==> src/verilog/lfa_pkg.sv <==
// Package: encodings, operand fields, register map and carriers for the ALU ops
package lfa_pkg;

	// ----------------------------------------------------------------
	// Instruction word fields
	// ----------------------------------------------------------------
	localparam int INSTR_W = 14;
	localparam int CLASS_HI = 13;
	localparam int CLASS_LO = 12;
	localparam int NIB_HI = 11;
	localparam int NIB_LO = 8;
	localparam int DEST_BIT = 7;
	localparam int BSEL_HI = 9;
	localparam int BSEL_LO = 7;
	localparam int FADDR_HI = 6;
	localparam int LIT_HI = 7;
	localparam int NIB_CARRY = 4;

	// Class and nibble codes
	localparam logic [1:0] CLASS_BYTE = 2'h0;
	localparam logic [1:0] CLASS_BIT = 2'h1;
	localparam logic [1:0] CLASS_LIT = 2'h3;
	localparam logic [3:0] NIB_ADD_LIT = 4'he;
	localparam logic [3:0] NIB_ADD_LIT_MASK = 4'he;
	localparam logic [3:0] NIB_AND_LIT = 4'h9;
	localparam logic [3:0] NIB_ADD_FILE = 4'h7;
	localparam logic [3:0] NIB_AND_FILE = 4'h5;
	localparam logic [1:0] NIB_BIT_CLR_TOP = 2'h0;

	// File addresses of the port and timer count registers
	localparam logic [6:0] PORT_ADDR = 7'h06;
	localparam logic [6:0] TIMER_ADDR = 7'h01;

	// ----------------------------------------------------------------
	// Software register map
	// ----------------------------------------------------------------
	localparam int REG_AW = 2;
	localparam logic [1:0] REG_ACC = 2'h0;
	localparam logic [1:0] REG_FLAGS = 2'h1;
	localparam logic [1:0] REG_COUNT = 2'h2;
	localparam int FLAG_C = 0;
	localparam int FLAG_DIGIT = 1;
	localparam int FLAG_Z = 2;
	localparam logic [7:0] ACC_RESET = 8'h00;
	localparam logic [7:0] COUNT_RESET = 8'h00;

	// Decoded operation, one-hot
	typedef enum logic [5:0] {
		OP_NONE = 6'h01,
		OP_ADD_LIT = 6'h02,
		OP_AND_LIT = 6'h04,
		OP_ADD_FILE = 6'h08,
		OP_AND_FILE = 6'h10,
		OP_BIT_CLR = 6'h20
	} lfa_op_e;

	// Status flags
	typedef struct packed {
		logic z;
		logic digit_carry;
		logic c;
	} lfa_flags_s;

	localparam lfa_flags_s FLAGS_RESET = 3'h0;

	// Write-back request toward the register file
	typedef struct packed {
		logic en;
		logic [6:0] addr;
		logic [7:0] data;
	} lfa_fwr_s;

endpackage : lfa_pkg

==> src/verilog/lfa_core.sv <==
// Execute stage for literal and file add/and and bit-clear instructions
//
// The register offsets and the strobed register port were chosen for this implementation.
`timescale 1ns/1ps
`default_nettype none

module lfa_core
	import lfa_pkg::*;
(
	input wire logic clk,
	input wire logic rst,
	input wire logic instr_valid,
	input wire logic [INSTR_W-1:0] instr,
	input wire logic [7:0] file_rdata,
	input wire logic [7:0] port_pins,
	input wire logic prescaler_on_timer,
	input wire logic [REG_AW-1:0] reg_addr,
	input wire logic [7:0] reg_wdata,
	input wire logic reg_wr,
	input wire logic reg_rd,
	output logic [7:0] reg_rdata,
	output logic [7:0] acc,
	output lfa_flags_s flags,
	output lfa_fwr_s file_wr,
	output logic prescaler_clr,
	output logic instr_done
);

	// ----------------------------------------------------------------
	// Decode
	// ----------------------------------------------------------------
	lfa_op_e op;
	logic [1:0] cls;
	logic [3:0] nib;
	logic [6:0] faddr;
	logic [7:0] lit;
	logic [2:0] bsel;
	logic dest_file;
	logic exec;

	assign cls = instr[CLASS_HI:CLASS_LO];
	assign nib = instr[NIB_HI:NIB_LO];
	assign faddr = instr[FADDR_HI:0];
	assign lit = instr[LIT_HI:0];
	assign bsel = instr[BSEL_HI:BSEL_LO];
	assign dest_file = instr[DEST_BIT];

	// Anything outside the five handled encodings decodes to no-op
	always_comb begin
		op = OP_NONE;
		if (instr_valid) begin
			if (cls == CLASS_LIT && (nib & NIB_ADD_LIT_MASK) == NIB_ADD_LIT)
				op = OP_ADD_LIT;
			else if (cls == CLASS_LIT && nib == NIB_AND_LIT)
				op = OP_AND_LIT;
			else if (cls == CLASS_BYTE && nib == NIB_ADD_FILE)
				op = OP_ADD_FILE;
			else if (cls == CLASS_BYTE && nib == NIB_AND_FILE)
				op = OP_AND_FILE;
			else if (cls == CLASS_BIT && nib[3:2] == NIB_BIT_CLR_TOP)
				op = OP_BIT_CLR;
		end
	end

	assign exec = (op != OP_NONE);

	// ----------------------------------------------------------------
	// Datapath
	// ----------------------------------------------------------------
	logic [7:0] fsrc;
	logic [7:0] opnd;
	logic [8:0] sum;
	logic [4:0] low_sum;
	logic [7:0] next_res;
	logic [7:0] bit_mask;
	lfa_flags_s next_flags;
	logic to_acc;
	logic to_file;

	// Port reads see the pins, not the output latch
	assign fsrc = (faddr == PORT_ADDR) ? port_pins : file_rdata;

	// Literal ops take the low byte, file ops the file operand
	assign opnd = (op == OP_ADD_LIT || op == OP_AND_LIT) ? lit : fsrc;
	assign sum = {1'b0, acc} + {1'b0, opnd};
	assign low_sum = {1'b0, acc[3:0]} + {1'b0, opnd[3:0]};

	// Bit select mask, one generate loop iteration per bit position
	for (genvar i = 0; i < 8; i++) begin : g_mask
		assign bit_mask[i] = (bsel != 3'(i));
	end

	// Result and flag selection per operation
	always_comb begin
		next_res = 8'h00;
		next_flags = flags;
		to_acc = 1'b0;
		to_file = 1'b0;
		unique case (op)
			OP_ADD_LIT: begin
				next_res = sum[7:0];
				next_flags.c = sum[8];
				next_flags.digit_carry = low_sum[NIB_CARRY];
				next_flags.z = (sum[7:0] == 8'h00);
				to_acc = 1'b1;
			end
			OP_AND_LIT: begin
				next_res = acc & lit;
				next_flags.z = ((acc & lit) == 8'h00);
				to_acc = 1'b1;
			end
			OP_ADD_FILE: begin
				next_res = sum[7:0];
				next_flags.c = sum[8];
				next_flags.digit_carry = low_sum[NIB_CARRY];
				next_flags.z = (sum[7:0] == 8'h00);
				to_acc = !dest_file;
				to_file = dest_file;
			end
			OP_AND_FILE: begin
				next_res = acc & fsrc;
				next_flags.z = ((acc & fsrc) == 8'h00);
				to_acc = !dest_file;
				to_file = dest_file;
			end
			OP_BIT_CLR: begin
				next_res = fsrc & bit_mask;
				to_file = 1'b1;
			end
			OP_NONE: begin
				next_res = 8'h00;
			end
		endcase
	end

	// ----------------------------------------------------------------
	// Architectural state
	// ----------------------------------------------------------------
	// Instruction wins over a same-cycle software write, so no
	// executed result is ever lost to the bus
	always_ff @(posedge clk or posedge rst) begin
		if (rst) begin
			acc <= ACC_RESET;
		end else if (to_acc) begin
			acc <= next_res;
		end else if (!exec && reg_wr && reg_addr == REG_ACC) begin
			acc <= reg_wdata;
		end
	end

	// Flags
	always_ff @(posedge clk or posedge rst) begin
		if (rst) begin
			flags <= FLAGS_RESET;
		end else if (exec) begin
			flags <= next_flags;
		end else if (reg_wr && reg_addr == REG_FLAGS) begin
			flags <= {reg_wdata[FLAG_Z], reg_wdata[FLAG_DIGIT],
				reg_wdata[FLAG_C]};
		end
	end

	// Write-back toward the register file, one cycle pulse
	always_ff @(posedge clk or posedge rst) begin
		if (rst) begin
			file_wr <= '0;
		end else begin
			file_wr.en <= to_file;
			file_wr.addr <= faddr;
			file_wr.data <= next_res;
		end
	end

	// Timer write-back resets its prescaler when it owns it
	always_ff @(posedge clk or posedge rst) begin
		if (rst) begin
			prescaler_clr <= 1'b0;
		end else begin
			prescaler_clr <= to_file && faddr == TIMER_ADDR &&
				prescaler_on_timer;
		end
	end

	// Completion strobe; no op ever stalls or needs a second cycle
	always_ff @(posedge clk or posedge rst) begin
		if (rst) begin
			instr_done <= 1'b0;
		end else begin
			instr_done <= exec;
		end
	end

	// ----------------------------------------------------------------
	// Software registers
	// ----------------------------------------------------------------
	logic [7:0] exec_count;

	// Wrapping count of executed instructions, read only
	always_ff @(posedge clk or posedge rst) begin
		if (rst) begin
			exec_count <= COUNT_RESET;
		end else if (exec) begin
			exec_count <= exec_count + 8'h01;
		end
	end

	// Read data stand one cycle after the strobe; unmapped reads zero
	always_ff @(posedge clk or posedge rst) begin
		if (rst) begin
			reg_rdata <= 8'h00;
		end else if (reg_rd) begin
			unique case (reg_addr)
				REG_ACC: reg_rdata <= acc;
				REG_FLAGS: reg_rdata <= {5'h00, flags};
				REG_COUNT: reg_rdata <= exec_count;
				default: reg_rdata <= 8'h00;
			endcase
		end else begin
			reg_rdata <= 8'h00;
		end
	end

	// Independent reference sums for the checks
	logic [8:0] chk_lit_sum;
	logic [8:0] chk_file_sum;
	logic [7:0] chk_src;
	assign chk_src = (instr[6:0] == PORT_ADDR) ? port_pins : file_rdata;
	assign chk_lit_sum = 9'(acc) + 9'(instr[7:0]);
	assign chk_file_sum = 9'(acc) + 9'(chk_src);
endmodule // lfa_core

`default_nettype wire

==> config.mk <==
export PLATFORM = sky130hd
export DESIGN_NAME = lfa_core
export DESIGN_NICKNAME = d
export VERILOG_FILES = /design/src/verilog/lfa_pkg.sv /design/src/verilog/lfa_core.sv
export SDC_FILE = /design/constraint.sdc
export NUM_CORES = 1
export LEC_CHECK = 0
export BUFFER_PORTS_ARGS = -buffer_cell sky130_fd_sc_hd__buf_2
export CAP_MARGIN = 20
export CORE_ASPECT_RATIO = 0.8
export CORE_MARGIN = 5
export CORE_UTILIZATION = 47
export CTS_CLUSTER_SIZE = 8
export DETAILED_ROUTE_END_ITERATION = 16
export PLACE_DENSITY = 0.83
export SETUP_SLACK_MARGIN = 0.1
export SLEW_MARGIN = 20
export SYNTH_ARGS = -nofsm -noshare
export SYNTH_HDL_FRONTEND = slang
export SYNTH_SLANG_ARGS = --single-unit
==> constraint.sdc <==
create_clock -name clk -period 2.4 [get_ports clk]
set_input_delay 0.24 -clock clk [delete_from_list [all_inputs] [get_ports clk]]
set_output_delay 0.24 -clock clk [all_outputs]
set_load 0.005 [all_outputs]
==> impl_metrics.py, run 1 <==
metrics = {
    "route": {
        "met2_length_um": 4896,
        "drc": 0,
        "wl_met1_um": 4356,
        "dr.pass1.iters": 5,
        "viasPerCell": 5.832,
        "drt_iter0_drc": 426,
        "post_drt_wl_per_cell_um": 20.03,
        "dr_total_vias": 3097,
        "wl_um": 10640,
        "highest-signal-layer": "met4",
        "ant_nets": 0,
        "route.met3.wl_um": 1093,
    },
    "critical_path": {
        "crit_top_cell": "mux2_4",
        "max_stage_delay_ps": 550,
        "r2r_cells": 8,
        "crit_path_start_kind": "input port",
        "cp-endpoint": "acc[3]",
        "r2r_start": "acc[1]",
        "critPathKind": "input port to register",
        "reg2reg_to": "acc[4]",
        "crit_start": "instr[6]",
        "worstPathMaxFanout": 7,
        "critPathArrivalTime_ps": 3150,
        "slowest_stage": "or4_4",
        "cp-end-kind": "register",
        "cp_top_family": "multiplexers",
        "cp.depth": 14,
        "reg2reg_slack_ps": 180,
        "cp_data_required_time_ps": 2600,
        "path_buf_inv": 3,
        "path_cells": "buf_6 > or4_4 > nor3_4 > buf_6 > mux2_4 > mux2_4 > ha_4 > a211oi_2 > buf_4 > nor2_4 > xor2_2 > a32oi_1 > o21ai_2 > mux2_4",
    },
    "power_and_ir_drop": {
        "total_leakage_power_nw": 2.141,
        "power.total_mw": 2.817,
        "power_density_nw_per_um2": 656.9,
        "peakVddDrop_v": 0.0005371,
    },
    "global_route": {
        "grt_max_degree": 46,
        "grt_pass1_vias": 3083,
        "grt_antenna_before_repair": 0,
        "grt_use_total_pct": 27.47,
        "grt_pass1_wl_um": 16350,
        "grt-ovfl-total": 0,
    },
    "clock_tree": {
        "clk_latency_ps": 310,
        "h-tree-depth": 2,
        "clock_sinks": 45,
        "root_buffer": "clkbuf_8",
        "clk_path_buf_depth": 2,
        "clk_pin_slew_worst_paths_ps": 90,
        "cts_buffers": 5,
        "cts_tree": "done",
    },
    "timing": {
        "post-route-min-period_ps": 2945,
        "setup_violations": 17,
        "finalHoldViolations": 0,
        "finalSetupTns_ps": -6394,
        "timing.fmax_mhz": 339.6,
        "worst_pin_slew_ps": 592.0,
        "worst_hold_slack_ps": 59.85,
        "min_period_over_period_pct": 122.7,
        "rsz0062_at_grt": "true",
        "slew_viol_final": 0,
        "fin_ws_ps": -544.8,
        "maxSlewHeadroom_pct": 60.35,
        "fin_skew_ps": 10.42,
    },
    "floorplan": {
        "die_area_um2": 7740,
        "die_h_um": 79.70,
        "boundaryPins": 83,
        "core_area_um2": 5912,
        "initial_core_util_pct": 48.28,
        "num_rows": 25,
        "die-width_um": 97.12,
    },
    "synthesis": {
        "synth_top_area_share_pct": 39.46,
        "synth.most_common_cell": "dfrtp_1",
        "synth_top_cell_by_area": "dfrtp_1",
        "ys_ff_latch": 45,
        "ys.flop_type": "dfrtp_1",
        "syn_area_um2": 2854,
        "syn-num-nets": 350,
        "yosysSeqAreaShare_pct": 39.46,
        "synthArstFlopShare_pct": 100.0,
        "avgSynthCellArea_um2": 9.707,
        "ys_top_cells_by_area": "dfrtp_1 39%, mux2i_1 6.0%, mux2_2 4.3%",
        "synthTopCellsByCount": "45 x dfrtp_1, 31 x nand2_1, 26 x nor2_1",
        "yosys_warnings": 0,
        "synth_edf_count": 0,
        "ys_types": 57,
        "netlist_instances": 294,
    },
    "placed_design": {
        "place_ws_ps": -927.5,
        "gp_congestion": 0.9728,
        "dp_hpwl_um": 7834,
        "io_buffers": 82,
    },
    "final_layout": {
        "drive_gt1_share_pct": 50.44,
        "utilization_pct": 72.55,
        "seq_area_um2": 1126,
        "antenna_cells": 0,
        "syn_to_final_growth_pct": 50.28,
        "nFillCells": 439,
        "nets": 505,
        "multi_input_area_um2": 1909,
    },
    "worst_hold_path": {
        "hold_path_class": "input port to async pin",
    },
    "status": {
        "status": "complete, but fails checks",
        "violations": "setup timing",
    },
    "flow_run": {
        "maxCapViolCount": 0,
    },
}
-- repair_timing --
action | 4_1_cts | 5_1_grt
hold buffers | 0 | 0
gates resized for setup | 29 | 18
pin swaps | 24 | 10
buffers inserted | 12 | 5
endpoints found under the setup margin | 18 | 18
-- registers in the layout, indices dropped and copies added, names as in the netlist --
signal and flops:
instr_done 1, prescaler_clr 1, reg_rdata 8, acc 8
flags 3, file_wr 16, exec_count 8
-- layer usage --
metal / vias up / GRT usage (%)
met4: 0 / 8.415
li1: 1402 / -
met5: - / 0
met3: 30 / 7.511
met2: 199 / 43.53
met1: 1466 / 36.94
-- layout by cell type, fill, tap and decap left out, types with 7 or more instances in the layout --
cell     instances
dfrtp_1         45
buf_4           71
a21oi_1         14
a22oi_1          9
mux2i_1         13
nor2_1          22
xnor2_1          7
buf_2           81
nand2_1         30
mux2_4          14
-- final cells by class --
| type | instances | area share (%) |
|---|---|---|
| multi-input cells | 231 | 44.52 |
| flip-flops and latches | 45 | 26.25 |
| repair buffers | 158 | 23.45 |
| well taps | 81 | 2.363 |
| clock buffers | 7 | 2.013 |
| clock inverters | 1 | 0.7001 |
| inverters | 8 | 0.7001 |
-- worst min path at each step --
stage | startpoint | endpoint | depth (start not counted)
floorplan | instr[2] | file_wr[10] | 0
global placement | rst | reg_rdata[2] | 3
detailed placement | rst | file_wr[3] | 3
CTS | rst | file_wr[3] | 3
global route | rst | reg_rdata[2] | 3
finish | rst | file_wr[3] | 3
-- worst min-delay path, stage by stage --
cell	delay (ps)
buf_2	100
clkinv_1	30
buf_4	470
-- where the power goes --
| part | switching [mW] | internal (mW) |
|---|---|---|
| logic | 0.598 | 0.634 |
| clock network | 0.262 | 0.340 |
| registers | 0.131 | 0.852 |
| total | 0.992 | 1.83 |
-- logic make-up (layout without fill, tap and decap cells) --
group                    after synthesis  count (layout)  synth area share [%]
buffers and inverters                 18             174                 3.244
XOR/XNOR                              12              12                 3.683
multiplexers                          34              34                 13.46
AND/OR/NAND/NOR                      100             100                 17.71
adder cells (fa/ha/maj)               10              10                 4.647
flip-flops                            45              45                 39.46
AO/OA/AOI/OAI                         75              75                 17.80
-- per-stage QoR --
step	instance area, um2	std cells
finish	4289	531
CTS	4182	527
floorplan	2975	294
global route	4289	531
global placement	3875	511
detailed placement	3875	511
(Power assumes the default switching activity.)
==> run 2: changes to the inputs <==
--- a/config.mk
+++ b/config.mk
@@ -7,12 +7,15 @@
 export LEC_CHECK = 0
 export BUFFER_PORTS_ARGS = -buffer_cell sky130_fd_sc_hd__buf_2
 export CAP_MARGIN = 20
+export CELL_PAD_IN_SITES_DETAIL_PLACEMENT = 0
+export CELL_PAD_IN_SITES_GLOBAL_PLACEMENT = 1
 export CORE_ASPECT_RATIO = 0.8
 export CORE_MARGIN = 5
-export CORE_UTILIZATION = 47
+export CORE_UTILIZATION = 36
+export CTS_BUF_LIST = sky130_fd_sc_hd__clkbuf_8
 export CTS_CLUSTER_SIZE = 8
 export DETAILED_ROUTE_END_ITERATION = 16
-export PLACE_DENSITY = 0.83
+export PLACE_DENSITY = 0.85
 export SETUP_SLACK_MARGIN = 0.1
 export SLEW_MARGIN = 20
 export SYNTH_ARGS = -nofsm -noshare
==> run 2 against run 1 <==
  * The run still ends with setup timing left
  * Core utilization decreased by 18 points
  * Maximum frequency decreased by 0.48%
  * Total power decreased by 4.6%
  * Via count decreased by 2.7%
  * Sequential power decreased by 1%
  * Clock power decreased by 2%
  * Clock skew decreased by 5.8 ps
  * Die area increased by 27%
  * Hold slack improved by 88 ps
  * Register-to-register slack got worse by 30 ps
  * First-iteration DRC count decreased by 46%
  * Critical endpoint is now acc[6]
==> impl_metrics.py, run 2 (synthesis results as in run 1) <==
metrics = {
    "clock_tree": {
        "cts_buffers": 5,
        "cts_tree": "done",
        "postCtsHoldBufs": 0,
        "clock_sinks": 45,
        "clk_pin_slew_worst_paths_ps": 80,
        "clk_path_buf_depth": 2,
        "root_buffer": "clkbuf_8",
        "clk_latency_ps": 300,
        "h-tree-depth": 2,
    },
    "timing": {
        "min_period_over_period_pct": 123.3,
        "fin_ws_ps": -559.1,
        "setup_violations": 17,
        "maxSlewHeadroom_pct": 37.91,
        "rsz0062_at_grt": "true",
        "worst_pin_slew_ps": 930.0,
        "finalSetupTns_ps": -5659,
        "fin_skew_ps": 4.612,
        "post-route-min-period_ps": 2959,
        "slew_viol_final": 0,
        "timing.fmax_mhz": 337.9,
        "finalHoldViolations": 0,
    },
    "floorplan": {
        "initial_core_util_pct": 36.41,
        "die_area_um2": 9820,
        "die_h_um": 89.64,
        "core_area_um2": 7838,
        "num_rows": 29,
        "boundaryPins": 83,
        "die-width_um": 109.5,
    },
    "route": {
        "drt_iter0_drc": 230,
        "dr_total_vias": 3012,
        "dr.pass1.iters": 5,
        "drc": 0,
        "post_drt_wl_per_cell_um": 18.30,
        "ant_nets": 0,
        "wl_um": 10140,
        "viasPerCell": 5.437,
    },
    "final_layout": {
        "drive_gt1_share_pct": 48.88,
        "syn_to_final_growth_pct": 48.62,
        "largest_reg_flops": 16,
        "largest-register": "file_wr",
        "nFillCells": 706,
        "antenna_cells": 0,
        "layout_common_cells": "81 x buf_2, 69 x buf_4, 45 x dfrtp_1, 30 x nand2_1, 24 x nor2_1",
        "seq_area_um2": 1126,
        "multi_input_area_um2": 1857,
        "final_common_cell": "buf_2",
        "nets": 501,
    },
    "critical_path": {
        "cp_data_required_time_ps": 2590,
        "cp-end-kind": "register",
        "critPathArrivalTime_ps": 3150,
        "critPathKind": "input port to register",
        "crit_path_start_kind": "input port",
        "worstPathMaxFanout": 7,
    },
    "placed_design": {
        "dp_hpwl_um": 7941,
        "io_buffers": 82,
        "gp_congestion": 0.9519,
    },
    "power_and_ir_drop": {
        "seqPwrFrac_pct": 36.2,
        "intPower_mw": 1.760,
        "power_density_nw_per_um2": 633.8,
        "power.total_mw": 2.688,
        "p_clk_share_pct": 22.0,
        "peakVddDrop_v": 0.0003842,
        "swShare_pct": 34.52,
        "p_sw_uw": 928.0,
        "p_comb_share_pct": 41.8,
        "total_leakage_power_nw": 2.131,
    },
    "worst_hold_path": {
        "hold_path_class": "input port to async pin",
    },
    "status": {
        "violations": "setup timing",
        "status": "complete, but fails checks",
    },
    "global_route": {
        "grt_antenna_before_repair": 0,
        "grt_max_degree": 46,
        "grt_pass1_vias": 2819,
        "grt-ovfl-total": 0,
        "grt_pass1_wl_um": 15080,
        "grt_use_total_pct": 20.15,
    },
    "flow_run": {
        "maxCapViolCount": 0,
    },
}
-- run 2: changes by cell type in the layout (fill, tap and decap cells not counted), sizes merged --
cell / before / now
buf: 158 / 154
inv: 7 / 9
clkbuf: 7 / 6
clkinv: 1 / 0
-- run 2: critical path: stages --
cell      delay [ps]
buf_6             90
or4_4            550
nor3_4           130
buf_6            180
mux2i_2           90
a21oi_1          140
ha_2             210
inv_2             40
fa_2             330
nand2b_4         170
a21oi_4          150
o31a_1           200
nor3_2            80
a211o_1          280
mux2_2           260
-- run 2: cell type report --
cell class,count,share of cell area (%)
inverter,8,0.7080
timing repair buffer,154,23.04
clock buffer,6,1.947
sequential,45,26.55
tap,108,3.186
clock inverter,2,0.7965
multi-input combinational,231,43.78
-- run 2: routing by layer --
layer	GRT usage (%)	part of all wire, %
met3	4.003	8.4
met2	32.02	46
met1	28.56	44
met4	4.643	1.8
met5	0	0
-- run 2: path summary, 6_finish.rpt --
| kind | slack, ps | from | cells past startpoint | endpoint |
|---|---|---|---|---|
| worst min register to register | 480 | exec_count[7] | 1 | exec_count[7] |
| worst min-delay path | 150 | rst | 2 | file_wr[0] |
| worst max register to register | 150 | acc[0] | 9 | acc[6] |
| min in group clk | 170 | instr[3] | 2 | file_wr[11] |
| worst max-delay path | -560 | instr[3] | 15 | acc[6] |
| max in group asynchronous | 1680 | rst | 2 | exec_count[1] |
-- run 2: metrics by stage --
step           utilization, %  setup WS (ps)  hold slack [ps]  area, um2  instances
2_1_floorplan               -         -656.0            271.4       2975        294
3_3_place_gp            49.94         -965.9            464.9       3914        537
3_5_place_dp            49.94          -1050            467.9       3914        537
4_1_cts                 52.78         -499.8            164.2       4136        549
5_1_grt                 54.12         -671.4            160.0       4242        554
6_report                54.12         -559.1            147.7       4242        554
-- run 2: power groups by stage --
stage | registers, mW | clock network, mW | logic (mW)
6_report | 0.973 | 0.592 | 1.12
5_1_grt | 0.983 | 0.635 | 1.21
4_1_cts | 0.967 | 0.603 | 1.02
3_5_place_dp | 0.983 | 0 | 0.944
3_3_place_gp | 0.974 | 0 | 0.933
2_1_floorplan | 0.975 | 0 | 0.513
-- run 2: what timing repair did --
item,4_1_cts,5_1_grt
resized for setup,17,15
buffers inserted,4,5
gates cloned,0,0
endpoints found under the setup margin,17,18
pin swaps,13,5
